[config.mk]
export PLATFORM = sky130hd
export DESIGN_NAME = tasx_exec
export DESIGN_NICKNAME = d
export VERILOG_FILES = /design/src/core/tasx_exec.v /design/src/core/tasx_file_addr.v /design/src/core/tasx_ptr_upd.v
export VERILOG_INCLUDE_DIRS = /design/src /design/src/core
export SDC_FILE = /design/constraint.sdc
export NUM_CORES = 1
export LEC_CHECK = 0
export BUFFER_PORTS_ARGS = -buffer_cell sky130_fd_sc_hd__buf_2
export CAP_MARGIN = 20
export CORE_MARGIN = 4
export CORE_UTILIZATION = 45
export CTS_CLUSTER_SIZE = 12
export DETAILED_ROUTE_END_ITERATION = 16
export GPL_ROUTABILITY_DRIVEN = 1
export PLACE_DENSITY = 0.7
export SLEW_MARGIN = 20
export SYNTH_ARGS = -nofsm -noshare
export SYNTH_HDL_FRONTEND = slang
export SYNTH_SLANG_ARGS = --single-unit
[constraint.sdc]
create_clock -name ref_clk -period 6.6 [get_ports ref_clk]
set_clock_uncertainty 0.05 [all_clocks]
set_input_delay 0.33 -clock ref_clk [delete_from_list [all_inputs] [get_ports ref_clk]]
set_output_delay 0.33 -clock ref_clk [all_outputs]
set_load 0.01 [all_outputs]
[src/core/tasx_consts.vh]
// constants for the table access / nibble exchange execution block
// assumes a core sequencer that presents one opcode per instruction cycle
// Operation
// [RULE_01] exchange nibbles, status flags untouched
// [RULE_02] d=0 to working reg, d=1 back
// [RULE_03] a=0 access bank, a=1 bank select
// [RULE_04] extended set, a=0, f<=5Fh: indexed offset
// [RULE_05] table read loads latch, flags untouched
// [RULE_06] read pointer update: none, post+, post-, pre+
// [RULE_07] pointer is 21-bit byte address
// [RULE_08] pointer bit 0 picks low/high byte
// [RULE_09] table write latch to holding reg [2:0]
// [RULE_10] write pointer updates same as read
// [RULE_11] table write two cycles, write in Q4
// [RULE_12] holding write never alters program memory
// [RULE_13] table writes allowed in user mode
// [RULE_14] table read two cycles, pointer wraps 21 bits
`ifndef TASX_CONSTS_VH
`define TASX_CONSTS_VH

`define TASX_PTR_W          21
`define TASX_HOLD_N         8
`define TASX_HOLD_SEL_W     3
`define TASX_SWAP_OPC       6'h0E
`define TASX_PROGRAM_BYTE_READ_OP_OPC      14'h0002
`define TASX_HOLDING_WRITE_OP_OPC      14'h0003
`define TASX_IDX_MAX        8'h5F
`define TASX_UPD_NONE       2'h0
`define TASX_UPD_POSTINC    2'h1
`define TASX_UPD_POSTDEC    2'h2
`define TASX_UPD_PREINC     2'h3
`define TASX_Q_LAST         2'h3
`define TASX_ACCESS_SPLIT   8'h60
`define TASX_ACCESS_HI_BANK 4'hF

`endif

[src/core/tasx_exec.v]
// execution of the nibble exchange, table read and table write instructions
// assumes: instr_valid pulses in Q1 of an instruction cycle with the opcode,
// q_phase counts 0..3 continuously, program memory read data is combinational
`timescale 1ns/1ps
`include "tasx_consts.vh"

module tasx_exec (
   // clock and reset
   input  wire        ref_clk,
   input  wire        rst,
   // instruction from sequencer
   input  wire        instr_valid,
   input  wire [15:0] opcode,
   input  wire [1:0]  q_phase,
   // core state
   input  wire [3:0]  bank_select_reg,
   input  wire        ext_set_en,
   input  wire [11:0] index_base,
   input  wire [7:0]  file_rdata,
   // file register write
   output reg  [11:0] file_addr_r,
   output reg         file_indexed_r,
   output reg         file_we_r,
   output reg  [7:0]  file_wdata_r,
   output reg         wreg_we_r,
   output reg  [7:0]  wreg_wdata_r,
   // program memory
   output reg  [20:0] prog_addr_r,
   output reg         prog_byte_sel_r,
   output reg         prog_rd_r,
   input  wire [15:0] prog_rdata,
   // table state
   output reg  [20:0] program_byte_pointer_r,
   output reg  [7:0]  program_byte_latch_r,
   output reg  [63:0] holding_regs_r,
   output reg         busy_r,
   output reg         status_we_r
);

   ////////////////////////////////////////////////////////////////////
   // first cycle decodes, second cycle does the access
   localparam ST_IDLE   = 5'b00001;
   localparam ST_RD1    = 5'b00010;
   localparam ST_RD2    = 5'b00100;
   localparam ST_WT1    = 5'b01000;
   localparam ST_WT2    = 5'b10000;

   reg  [4:0]  state_r;
   reg  [4:0]  state_nxt;
   reg  [20:0] acc_addr_r;

   wire        is_swap;
   wire        is_rd;
   wire        is_wt;
   wire [20:0] upd_addr;
   wire [20:0] upd_next;
   wire [11:0] fa;
   wire        fa_idx;
   wire [7:0]  swapped;
   reg  [7:0]  rd_byte;

   assign is_swap = instr_valid && (opcode[15:10] == `TASX_SWAP_OPC);
   assign is_rd   = instr_valid && (opcode[15:2] == `TASX_PROGRAM_BYTE_READ_OP_OPC);
   assign is_wt   = instr_valid && (opcode[15:2] == `TASX_HOLDING_WRITE_OP_OPC);

   tasx_ptr_upd u_ptr (
      .ptr         (program_byte_pointer_r),
      .mode        (opcode[1:0]),
      .access_addr (upd_addr),
      .next_ptr    (upd_next)
   );

   tasx_file_addr u_fa (
      .f_operand       (opcode[7:0]),
      .a_bit           (opcode[8]),
      .bank_select_reg (bank_select_reg),
      .ext_set_en      (ext_set_en),
      .index_base      (index_base),
      .file_addr       (fa),
      .indexed         (fa_idx)
   );

   // [RULE_01] exchange nibbles
   assign swapped = {file_rdata[3:0], file_rdata[7:4]};

   // [RULE_08] byte of word by pointer bit 0
   always @* begin
      if (acc_addr_r[0]) begin
         rd_byte = prog_rdata[15:8];
      end else begin
         rd_byte = prog_rdata[7:0];
      end
   end

   ////////////////////////////////////////////////////////////////////
   always @* begin
      state_nxt = state_r;
      case (state_r)
         ST_IDLE: begin
            if (is_rd) begin
               state_nxt = ST_RD1;
            end else if (is_wt) begin
               state_nxt = ST_WT1;
            end
         end
         // [RULE_11] [RULE_14] wait out decode cycle
         ST_RD1: begin
            if (q_phase == `TASX_Q_LAST) begin
               state_nxt = ST_RD2;
            end
         end
         ST_WT1: begin
            if (q_phase == `TASX_Q_LAST) begin
               state_nxt = ST_WT2;
            end
         end
         ST_RD2: begin
            if (q_phase == `TASX_Q_LAST) begin
               state_nxt = ST_IDLE;
            end
         end
         ST_WT2: begin
            if (q_phase == `TASX_Q_LAST) begin
               state_nxt = ST_IDLE;
            end
         end
         default: begin
            state_nxt = ST_IDLE;
         end
      endcase
   end

   ////////////////////////////////////////////////////////////////////
   always @(posedge ref_clk or posedge rst) begin
      if (rst) begin
         state_r                <= ST_IDLE;
         acc_addr_r             <= 21'h000000;
         file_addr_r            <= 12'h000;
         file_indexed_r         <= 1'b0;
         file_we_r              <= 1'b0;
         file_wdata_r           <= 8'h00;
         wreg_we_r              <= 1'b0;
         wreg_wdata_r           <= 8'h00;
         prog_addr_r            <= 21'h000000;
         prog_byte_sel_r        <= 1'b0;
         prog_rd_r              <= 1'b0;
         program_byte_pointer_r <= 21'h000000;
         program_byte_latch_r   <= 8'h00;
         holding_regs_r         <= 64'h0000000000000000;
         busy_r                 <= 1'b0;
         status_we_r            <= 1'b0;
      end else begin
         state_r     <= state_nxt;
         file_we_r   <= 1'b0;
         wreg_we_r   <= 1'b0;
         prog_rd_r   <= 1'b0;
         // [RULE_01] [RULE_05] [RULE_09] flags never written here
         status_we_r <= 1'b0;
         busy_r      <= (state_nxt != ST_IDLE);
         if (is_swap) begin
            file_addr_r    <= fa;
            file_indexed_r <= fa_idx;
            // [RULE_02] destination select
            if (opcode[9]) begin
               file_we_r    <= 1'b1;
               file_wdata_r <= swapped;
            end else begin
               wreg_we_r    <= 1'b1;
               wreg_wdata_r <= swapped;
            end
         end
         if (state_r == ST_IDLE && (is_rd || is_wt)) begin
            // [RULE_07] [RULE_14] 21-bit pointer update
            acc_addr_r             <= upd_addr;
            program_byte_pointer_r <= upd_next;
            prog_addr_r            <= upd_addr;
            prog_byte_sel_r        <= upd_addr[0];
         end
         if (state_r == ST_RD2) begin
            prog_rd_r <= 1'b1;
            // [RULE_05] [RULE_14] latch loads in Q4
            if (q_phase == `TASX_Q_LAST) begin
               program_byte_latch_r <= rd_byte;
            end
         end
         // [RULE_11] [RULE_12] [RULE_13] holding write in Q4 only
         if (state_r == ST_WT2 && q_phase == `TASX_Q_LAST) begin
            holding_regs_r[acc_addr_r[2:0]*8 +: 8] <= program_byte_latch_r;
         end
      end
   end

endmodule

[src/core/tasx_file_addr.v]
// file register address formation for byte-oriented instructions
// assumes the index register value is supplied by the core
`timescale 1ns/1ps
`include "tasx_consts.vh"

module tasx_file_addr (
   // operand fields
   input  wire [7:0]  f_operand,
   input  wire        a_bit,
   // core state
   input  wire [3:0]  bank_select_reg,
   input  wire        ext_set_en,
   input  wire [11:0] index_base,
   // result
   output reg  [11:0] file_addr,
   output reg         indexed
);

   always @* begin
      indexed   = 1'b0;
      file_addr = 12'h000;
      if (a_bit) begin
         // [RULE_03] bank select supplies bank
         file_addr = {bank_select_reg, f_operand};
      end else if (ext_set_en && (f_operand <= `TASX_IDX_MAX)) begin
         // [RULE_04] indexed literal offset
         indexed   = 1'b1;
         file_addr = index_base + {4'h0, f_operand};
      end else if (f_operand < `TASX_ACCESS_SPLIT) begin
         // [RULE_03] access bank low half
         file_addr = {4'h0, f_operand};
      end else begin
         file_addr = {`TASX_ACCESS_HI_BANK, f_operand};
      end
   end

endmodule

[src/core/tasx_ptr_upd.v]
// pointer arithmetic for the table access instructions
// assumes a combinational caller that registers the result
`timescale 1ns/1ps
`include "tasx_consts.vh"

module tasx_ptr_upd (
   // pointer and mode
   input  wire [`TASX_PTR_W-1:0] ptr,
   input  wire [1:0]             mode,
   // results
   output reg  [`TASX_PTR_W-1:0] access_addr,
   output reg  [`TASX_PTR_W-1:0] next_ptr
);

   wire [`TASX_PTR_W-1:0] ptr_inc;
   wire [`TASX_PTR_W-1:0] ptr_dec;

   // [RULE_14] wrap within 21 bits
   assign ptr_inc = ptr + {{(`TASX_PTR_W-1){1'b0}}, 1'b1};
   assign ptr_dec = ptr - {{(`TASX_PTR_W-1){1'b0}}, 1'b1};

   // [RULE_06] [RULE_10] four update modes
   always @* begin
      access_addr = ptr;
      next_ptr    = ptr;
      case (mode)
         `TASX_UPD_NONE: begin
            next_ptr = ptr;
         end
         `TASX_UPD_POSTINC: begin
            next_ptr = ptr_inc;
         end
         `TASX_UPD_POSTDEC: begin
            next_ptr = ptr_dec;
         end
         `TASX_UPD_PREINC: begin
            access_addr = ptr_inc;
            next_ptr    = ptr_inc;
         end
         default: begin
            next_ptr = ptr;
         end
      endcase
   end

endmodule

# == Word level (Yosys, flattened, before mapping) ==
# Cells that the tools add are included.
# W data, S select, Z words.
# totals
romBits,0
ramBits,0
regBits,153
elab_cells,71
latch_bits,0
memories,0
inputBits,62
output_inout_bits,149
# op_classes
n_mux,20
n_eq_ne,13
div,0
bitwise,2
n_reduce_logical,14
shifts,2
n_addsub,4
magnitude_cmp,2
multipliers,0
# ops
cell,n
$bwmux W64,1
$shift A8 B34 Y64 const A,1
$shiftx A8 B34 Y64,1
$pmux W21 S2,1
$mux W12,3
$neg A6 Y34,1
$eq A14 B2 Y1 const B,2
$mux W5,5
$add A21 B1 Y21 const B,1
$mux W21,1
$sub A21 B1 Y21 const B,1
$pmux W5 S4,1
$add A12 B8 Y12,1
$le A8 B7 Y1 const B,1
$lt A8 B7 Y1 const B,1
$mux W8,1
$reduce_and A2 Y1,4
$mux W1,7
$eq A2 B2 Y1 const B,3
$eq A6 B4 Y1 const B,1
$logic_and A1 B1 Y1,6
$eq A5 B1 Y1 const B,1
$eq A5 B2 Y1 const B,1
$eq A5 B3 Y1 const B,1
other kinds (8),10

# == Depth between registers and ports, before layout ==
# depth
ltp_word,6
mapped_depth,10
ltp_nobuf,7

# == Cells and area by module ==
# From an unflattened synthesis, not the netlist that was laid out.
# unflattened
cells_unflattened,726
hier_area_um2,7931.4
# by_module_without_submodules
module,cells_each,seq_area_each_um2,instances,area_per_inst_um2
tasx_exec,476,3804.9,1,6287.3
tasx_ptr_upd,155,0.0,1,1018.5
tasx_file_addr,95,0.0,1,625.6

# == Worst setup path before layout ==
# Ideal clock, no wire load.
# synth_path
kind,register -> register
from,reg program_byte_pointer_r[0]
to,reg program_byte_pointer_r[8]
stages_incl_launch_ff,8
required_ns,6.470
n_path_buf,0
setup_ns,0.080
synth_period_minus_slack_ns,2.247
setup_slack_ns,4.353
arrival_time_ns,2.117
path_cell_list,dfrtp_1 > inv_1 > ha_1 > or4b_4 > or2_0 > or4_1 > a21oi_1 > xor2_1
# synth_between
elab_chain_cells,2
elab_cells_between_ends,3
cone_classes,add/sub (2); mux (1)
# synth_rtl
element,line_no,text
from (decl),tasx_exec.v:33,"output reg [20:0] program_byte_pointer_r,"
from (signal assigned),tasx_exec.v:175,program_byte_pointer_r <= upd_next;
$add A21 B1 Y21 / $sub A21 B1 Y21 (equally long branches),"tasx_ptr_upd.v:19, tasx_ptr_upd.v:20",
$pmux W21 S2 (*),tasx_ptr_upd.v:26,case (mode)
# Mark *: on every way between the ends. The rest lies on a longest branch, timed or not.
# A chain may end at the register's enable or synchronous reset.

# == Worst setup path in the final report ==
# layout_path
from,reg acc_addr_r[0]
to,reg holding_regs_r[48]
# layout_between
elab_chain_cells,3
elab_cells_between_ends,4
cone_classes,add/sub (1); shift (2); mux (1)
# layout_rtl
element,line_no,text
from (decl),tasx_exec.v:50,reg [20:0] acc_addr_r;
from (signal assigned),tasx_exec.v:174,acc_addr_r <= upd_addr;
$neg A6 Y34 (*),tasx_exec.v:188,holding_regs_r[acc_addr_r[2:0]*8 +: 8] <= program_byte_latch_r;
$shiftx A8 B34 Y64 / $shift A8 B34 Y64 (equally long branches),tasx_exec.v:188,
$bwmux W64 (*),tasx_exec.v:188,
"to (signal, indexed assignment)",tasx_exec.v:188,
to (decl),tasx_exec.v:35,"output reg [63:0] holding_regs_r,"
# Marked as above.

==> out/results.md <==
### Status
• violations in the final reports: negative hold slack
• run status: finished with violations

### Detailed routing
• final routed wire length divided by cell count: 17.0 um
• number of vias per cell: 5.36
• post-detailed-route count of antenna-violating nets: 0
• via count: 6405
• TritonRoute pass-1 iters: 5
• count of unresolved DRC violations after routing: 0
• Iter 0 DRT Violations: 571
• Total Wirelength: 20300 um

### Worst setup path
• startpoint of the lowest-slack register-to-register path: acc_addr_r[0]$_DFFE_PP0P_
• Critical Path Max Stage Delay: 0.93 ns
• worst-path maximum fanout: 24
• CP max stage cell: dfrtp_1
• worst reg2reg path depth: 6
• worst reg2reg endpoint: holding_regs_r[48]$_DFFE_PP0P_
• category of the most critical setup path: flip-flop to flip-flop
• element type at the critical path end: flip-flop
• nature of the critical path startpoint: flip-flop
• critical path data required time: 6.85 ns
• cell-by-cell listing of the critical path: inv_1 > ha_1 > inv_1 > nor4_1 > nand3_1 > mux2_2
• cell type with the highest occurrence count on the critical path: inv_1
• setup slack of the most critical reg-to-reg path: 3.33 ns
• Arrival @ worst endpoint: 3.52 ns
• startpoint of the most critical setup path: acc_addr_r[0]$_DFFE_PP0P_

### Synth
• syn_nets: 853
• number of flops mapped to enable cells by yosys: 0
• netlist area before placement: 7590 sq um
• number of warnings reported in the yosys synthesis log: 0
• flops & latches, synth: 152
• distinct cell type count after synthesis: 60
• Top FF cell, synth: dfrtp_1
• part of the Yosys area used for sequential elements: 0.501
• fraction of registers with async set/reset: 1.00
• number of standard cells after synthesis: 778
• synthesized area per cell: 9.76 sq um

### CTS
• number of buffers on the longest clock path: 2
• post-cts hold buffer count: 0
• clk sink count: 152
• clock root cell: clkbuf_16
• maximum level of the CTS H-tree: 4
• number of post-CTS setup repair buffers: 0
• CTS Buf Count: 17
• TritonCTS clock tree: yes
• post-CTS clock slew at the launch and capture registers of the worst setup and hold paths: 0.06 ns
• later-pin clock latency in the skew report: 0.42 ns
• Post-CTS Resized: 0

### Timing
• final hold slack: -0.00998 ns
• Rel. slew slack: 0.362
• Least-Margin Pin Slew: 0.956 ns
• highest attainable clock frequency: 306 MHz
• min Tclk post-route: 3.27 ns
• crit share post-route: 0.495
• sum of negative setup slack: 0 ns
• final setup violation count: 0
• count of pins over their slew limit: 0
• setup repair after global routing missed its margin: false
• final-report hold violation count: 17

### Global route
• largest net degree at the start of global routing: 80
• via count of the first global-routing pass: 6102
• antenna violations before repair: 2
• Global Route Usage Sum: 0.215
• global-route wire length before repair: 32000 um
• GR Overflow Total: 0

### Floorplanning
• floorplan die area: 19000 sq um
• I/O pin count: 211
• Initial Utilization: 0.458
• overall die height: 138 um
• die span in x: 138 um
• number of standard-cell rows in the floorplan: 47
• total core area: 16600 sq um

### Worst hold path
• worst min-delay path class: input port to asynchronous set/reset pin

### Final layout
• final net count: 1037
• synthesis-to-finish area growth: 22.7%
• layout cells sized above 1: 0.300
• Antenna diodes: 0
• number of standard cells in the layout, taps in and fillers out: 1194

### Job
• maximum capacitance violations: 0

### Placement
• IO buf count: 209
• Routability Congestion: 0.883
• post-DP HPWL: 15000 um
• total placed cells including tap cells: 1163

### Power
• highest ir drop seen on vdd: 0.169 mV
• total leakage power: 4.53 nW
• total power per unit cell area: 225 nW/um^2

area by class of cell:
type / instances / area, sq um
clock buffer: 21 / 440
clock inverter: 10 / 146
fill: 1547 / 7270
inverter: 21 / 83.8
multi-input combinational: 560 / 3510
sequential: 152 / 3800
tap: 220 / 275
timing repair buffer: 210 / 1050
report_power, final:
group / switching [W] / total [W] / internal, W
Combinational: 0.0000874 / 0.000148 / 0.0000603
Sequential: 0.0000109 / 0.000965 / 0.000954
Clock: 0.000386 / 0.000981 / 0.000596
routing by layer:
metal,track usage,part of all wire,up-vias
li1,-,-,3101
met1,0.290,0.44,3000
met2,0.334,0.45,273
met3,0.0726,0.093,27
met4,0.0609,0.013,4
met5,0,0.0010,-
worst max-delay path: cells and delay by family, from the launching register on:
family,cells,cell delay [ns]
muxes,1,0.39
DFF,1,0.93
adders and majority gates,1,0.45
and+or+nand+nor,2,0.99
buffers and inverters,2,0.34
layout by cell type (no fill, tap or decap), drive strengths merged, types with 5 or more instances in the layout:
cell      n
and2      8
nand2   124
nand4    16
o31ai     6
clkbuf   21
dfrtp   151
nand3    34
and3      7
a21o      5
or3       8
nor2     43
xor2     18
or4       7
xnor2    29
inv      23
and4      6
mux2i    13
mux2     41
nor2b     7
nor3     16
a21oi    18
buf     210
nor4     10
nor4b     7
o21ai    81
ha       12
cells by family (layout without fill, tap and decap cells):
logic type	count (synthesis)	in the layout	synth area share
and+or+nand+nor	307	307	0.201
DFF	152	152	0.501
AOI/OAI and AO/OA	138	138	0.105
buffers and inverters	66	262	0.0371
muxes	54	54	0.0780
xor gates and xnor gates	47	47	0.0542
adders and majority gates	13	13	0.0224
other	1	1	0.000494
worst max path at each step:
stage / endpoint / slack, ns / cells past startpoint
2_1_floorplan: acc_addr_r[0]$_DFFE_PP0P_ / 2.13 / 1
3_3_place_gp: holding_regs_r[50]$_DFFE_PP0P_ / 3.52 / 6
3_5_place_dp: holding_regs_r[48]$_DFFE_PP0P_ / 3.39 / 6
4_1_cts: holding_regs_r[48]$_DFFE_PP0P_ / 3.38 / 6
5_1_grt: holding_regs_r[48]$_DFFE_PP0P_ / 3.00 / 6
6_report: holding_regs_r[48]$_DFFE_PP0P_ / 3.33 / 6
registers in the layout, summed over array words and instances (netlist names):
register / cells
wreg_we_r: 1
program_byte_latch_r: 8
file_addr_r: 12
file_wdata_r: 8
state_r: 5
prog_rd_r: 1
acc_addr_r: 21
program_byte_pointer_r: 21
wreg_wdata_r: 8
holding_regs_r: 64
file_indexed_r: 1
file_we_r: 1
busy_r: 1
metrics by stage:
step                worst slack [ns]  hold slack (ns)  area, sq um  total power (W)   util
global route                    3.00           0.0385         9320          0.00218  0.562
floorplan                       2.13            0.390         7590          0.00106      -
global placement                3.52            0.407         8720          0.00113  0.526
finish                          3.33         -0.00998         9320          0.00209  0.562
detailed placement              3.39            0.412         8720          0.00113  0.526
CTS                             3.38          0.00421         9310          0.00212  0.561
synthesized netlist by cell type, types with 6 or more instances:
master	n	area share
dfrtp_1	151	0.50
nand2_1	124	0.061
o21ai_0	80	0.053
nor2_1	42	0.021
mux2_2	41	0.061
nand3_1	34	0.022
clkbuf_1	31	0.015
xnor2_1	29	0.033
inv_1	21	0.010
a21oi_1	18	0.012
xor2_1	18	0.021
nand4_1	16	0.013
nor3_1	15	0.0099
mux2i_1	13	0.017
ha_1	12	0.020
buf_2	9	0.0059
nor4_1	9	0.0074
and2_1	8	0.0066
or3_1	8	0.0066
nor2b_1	7	0.0058
and3_1	6	0.0049
and4_1	6	0.0069
nor4b_1	6	0.0069
o31ai_1	6	0.0059
Power figures use the tool's default switching activity.
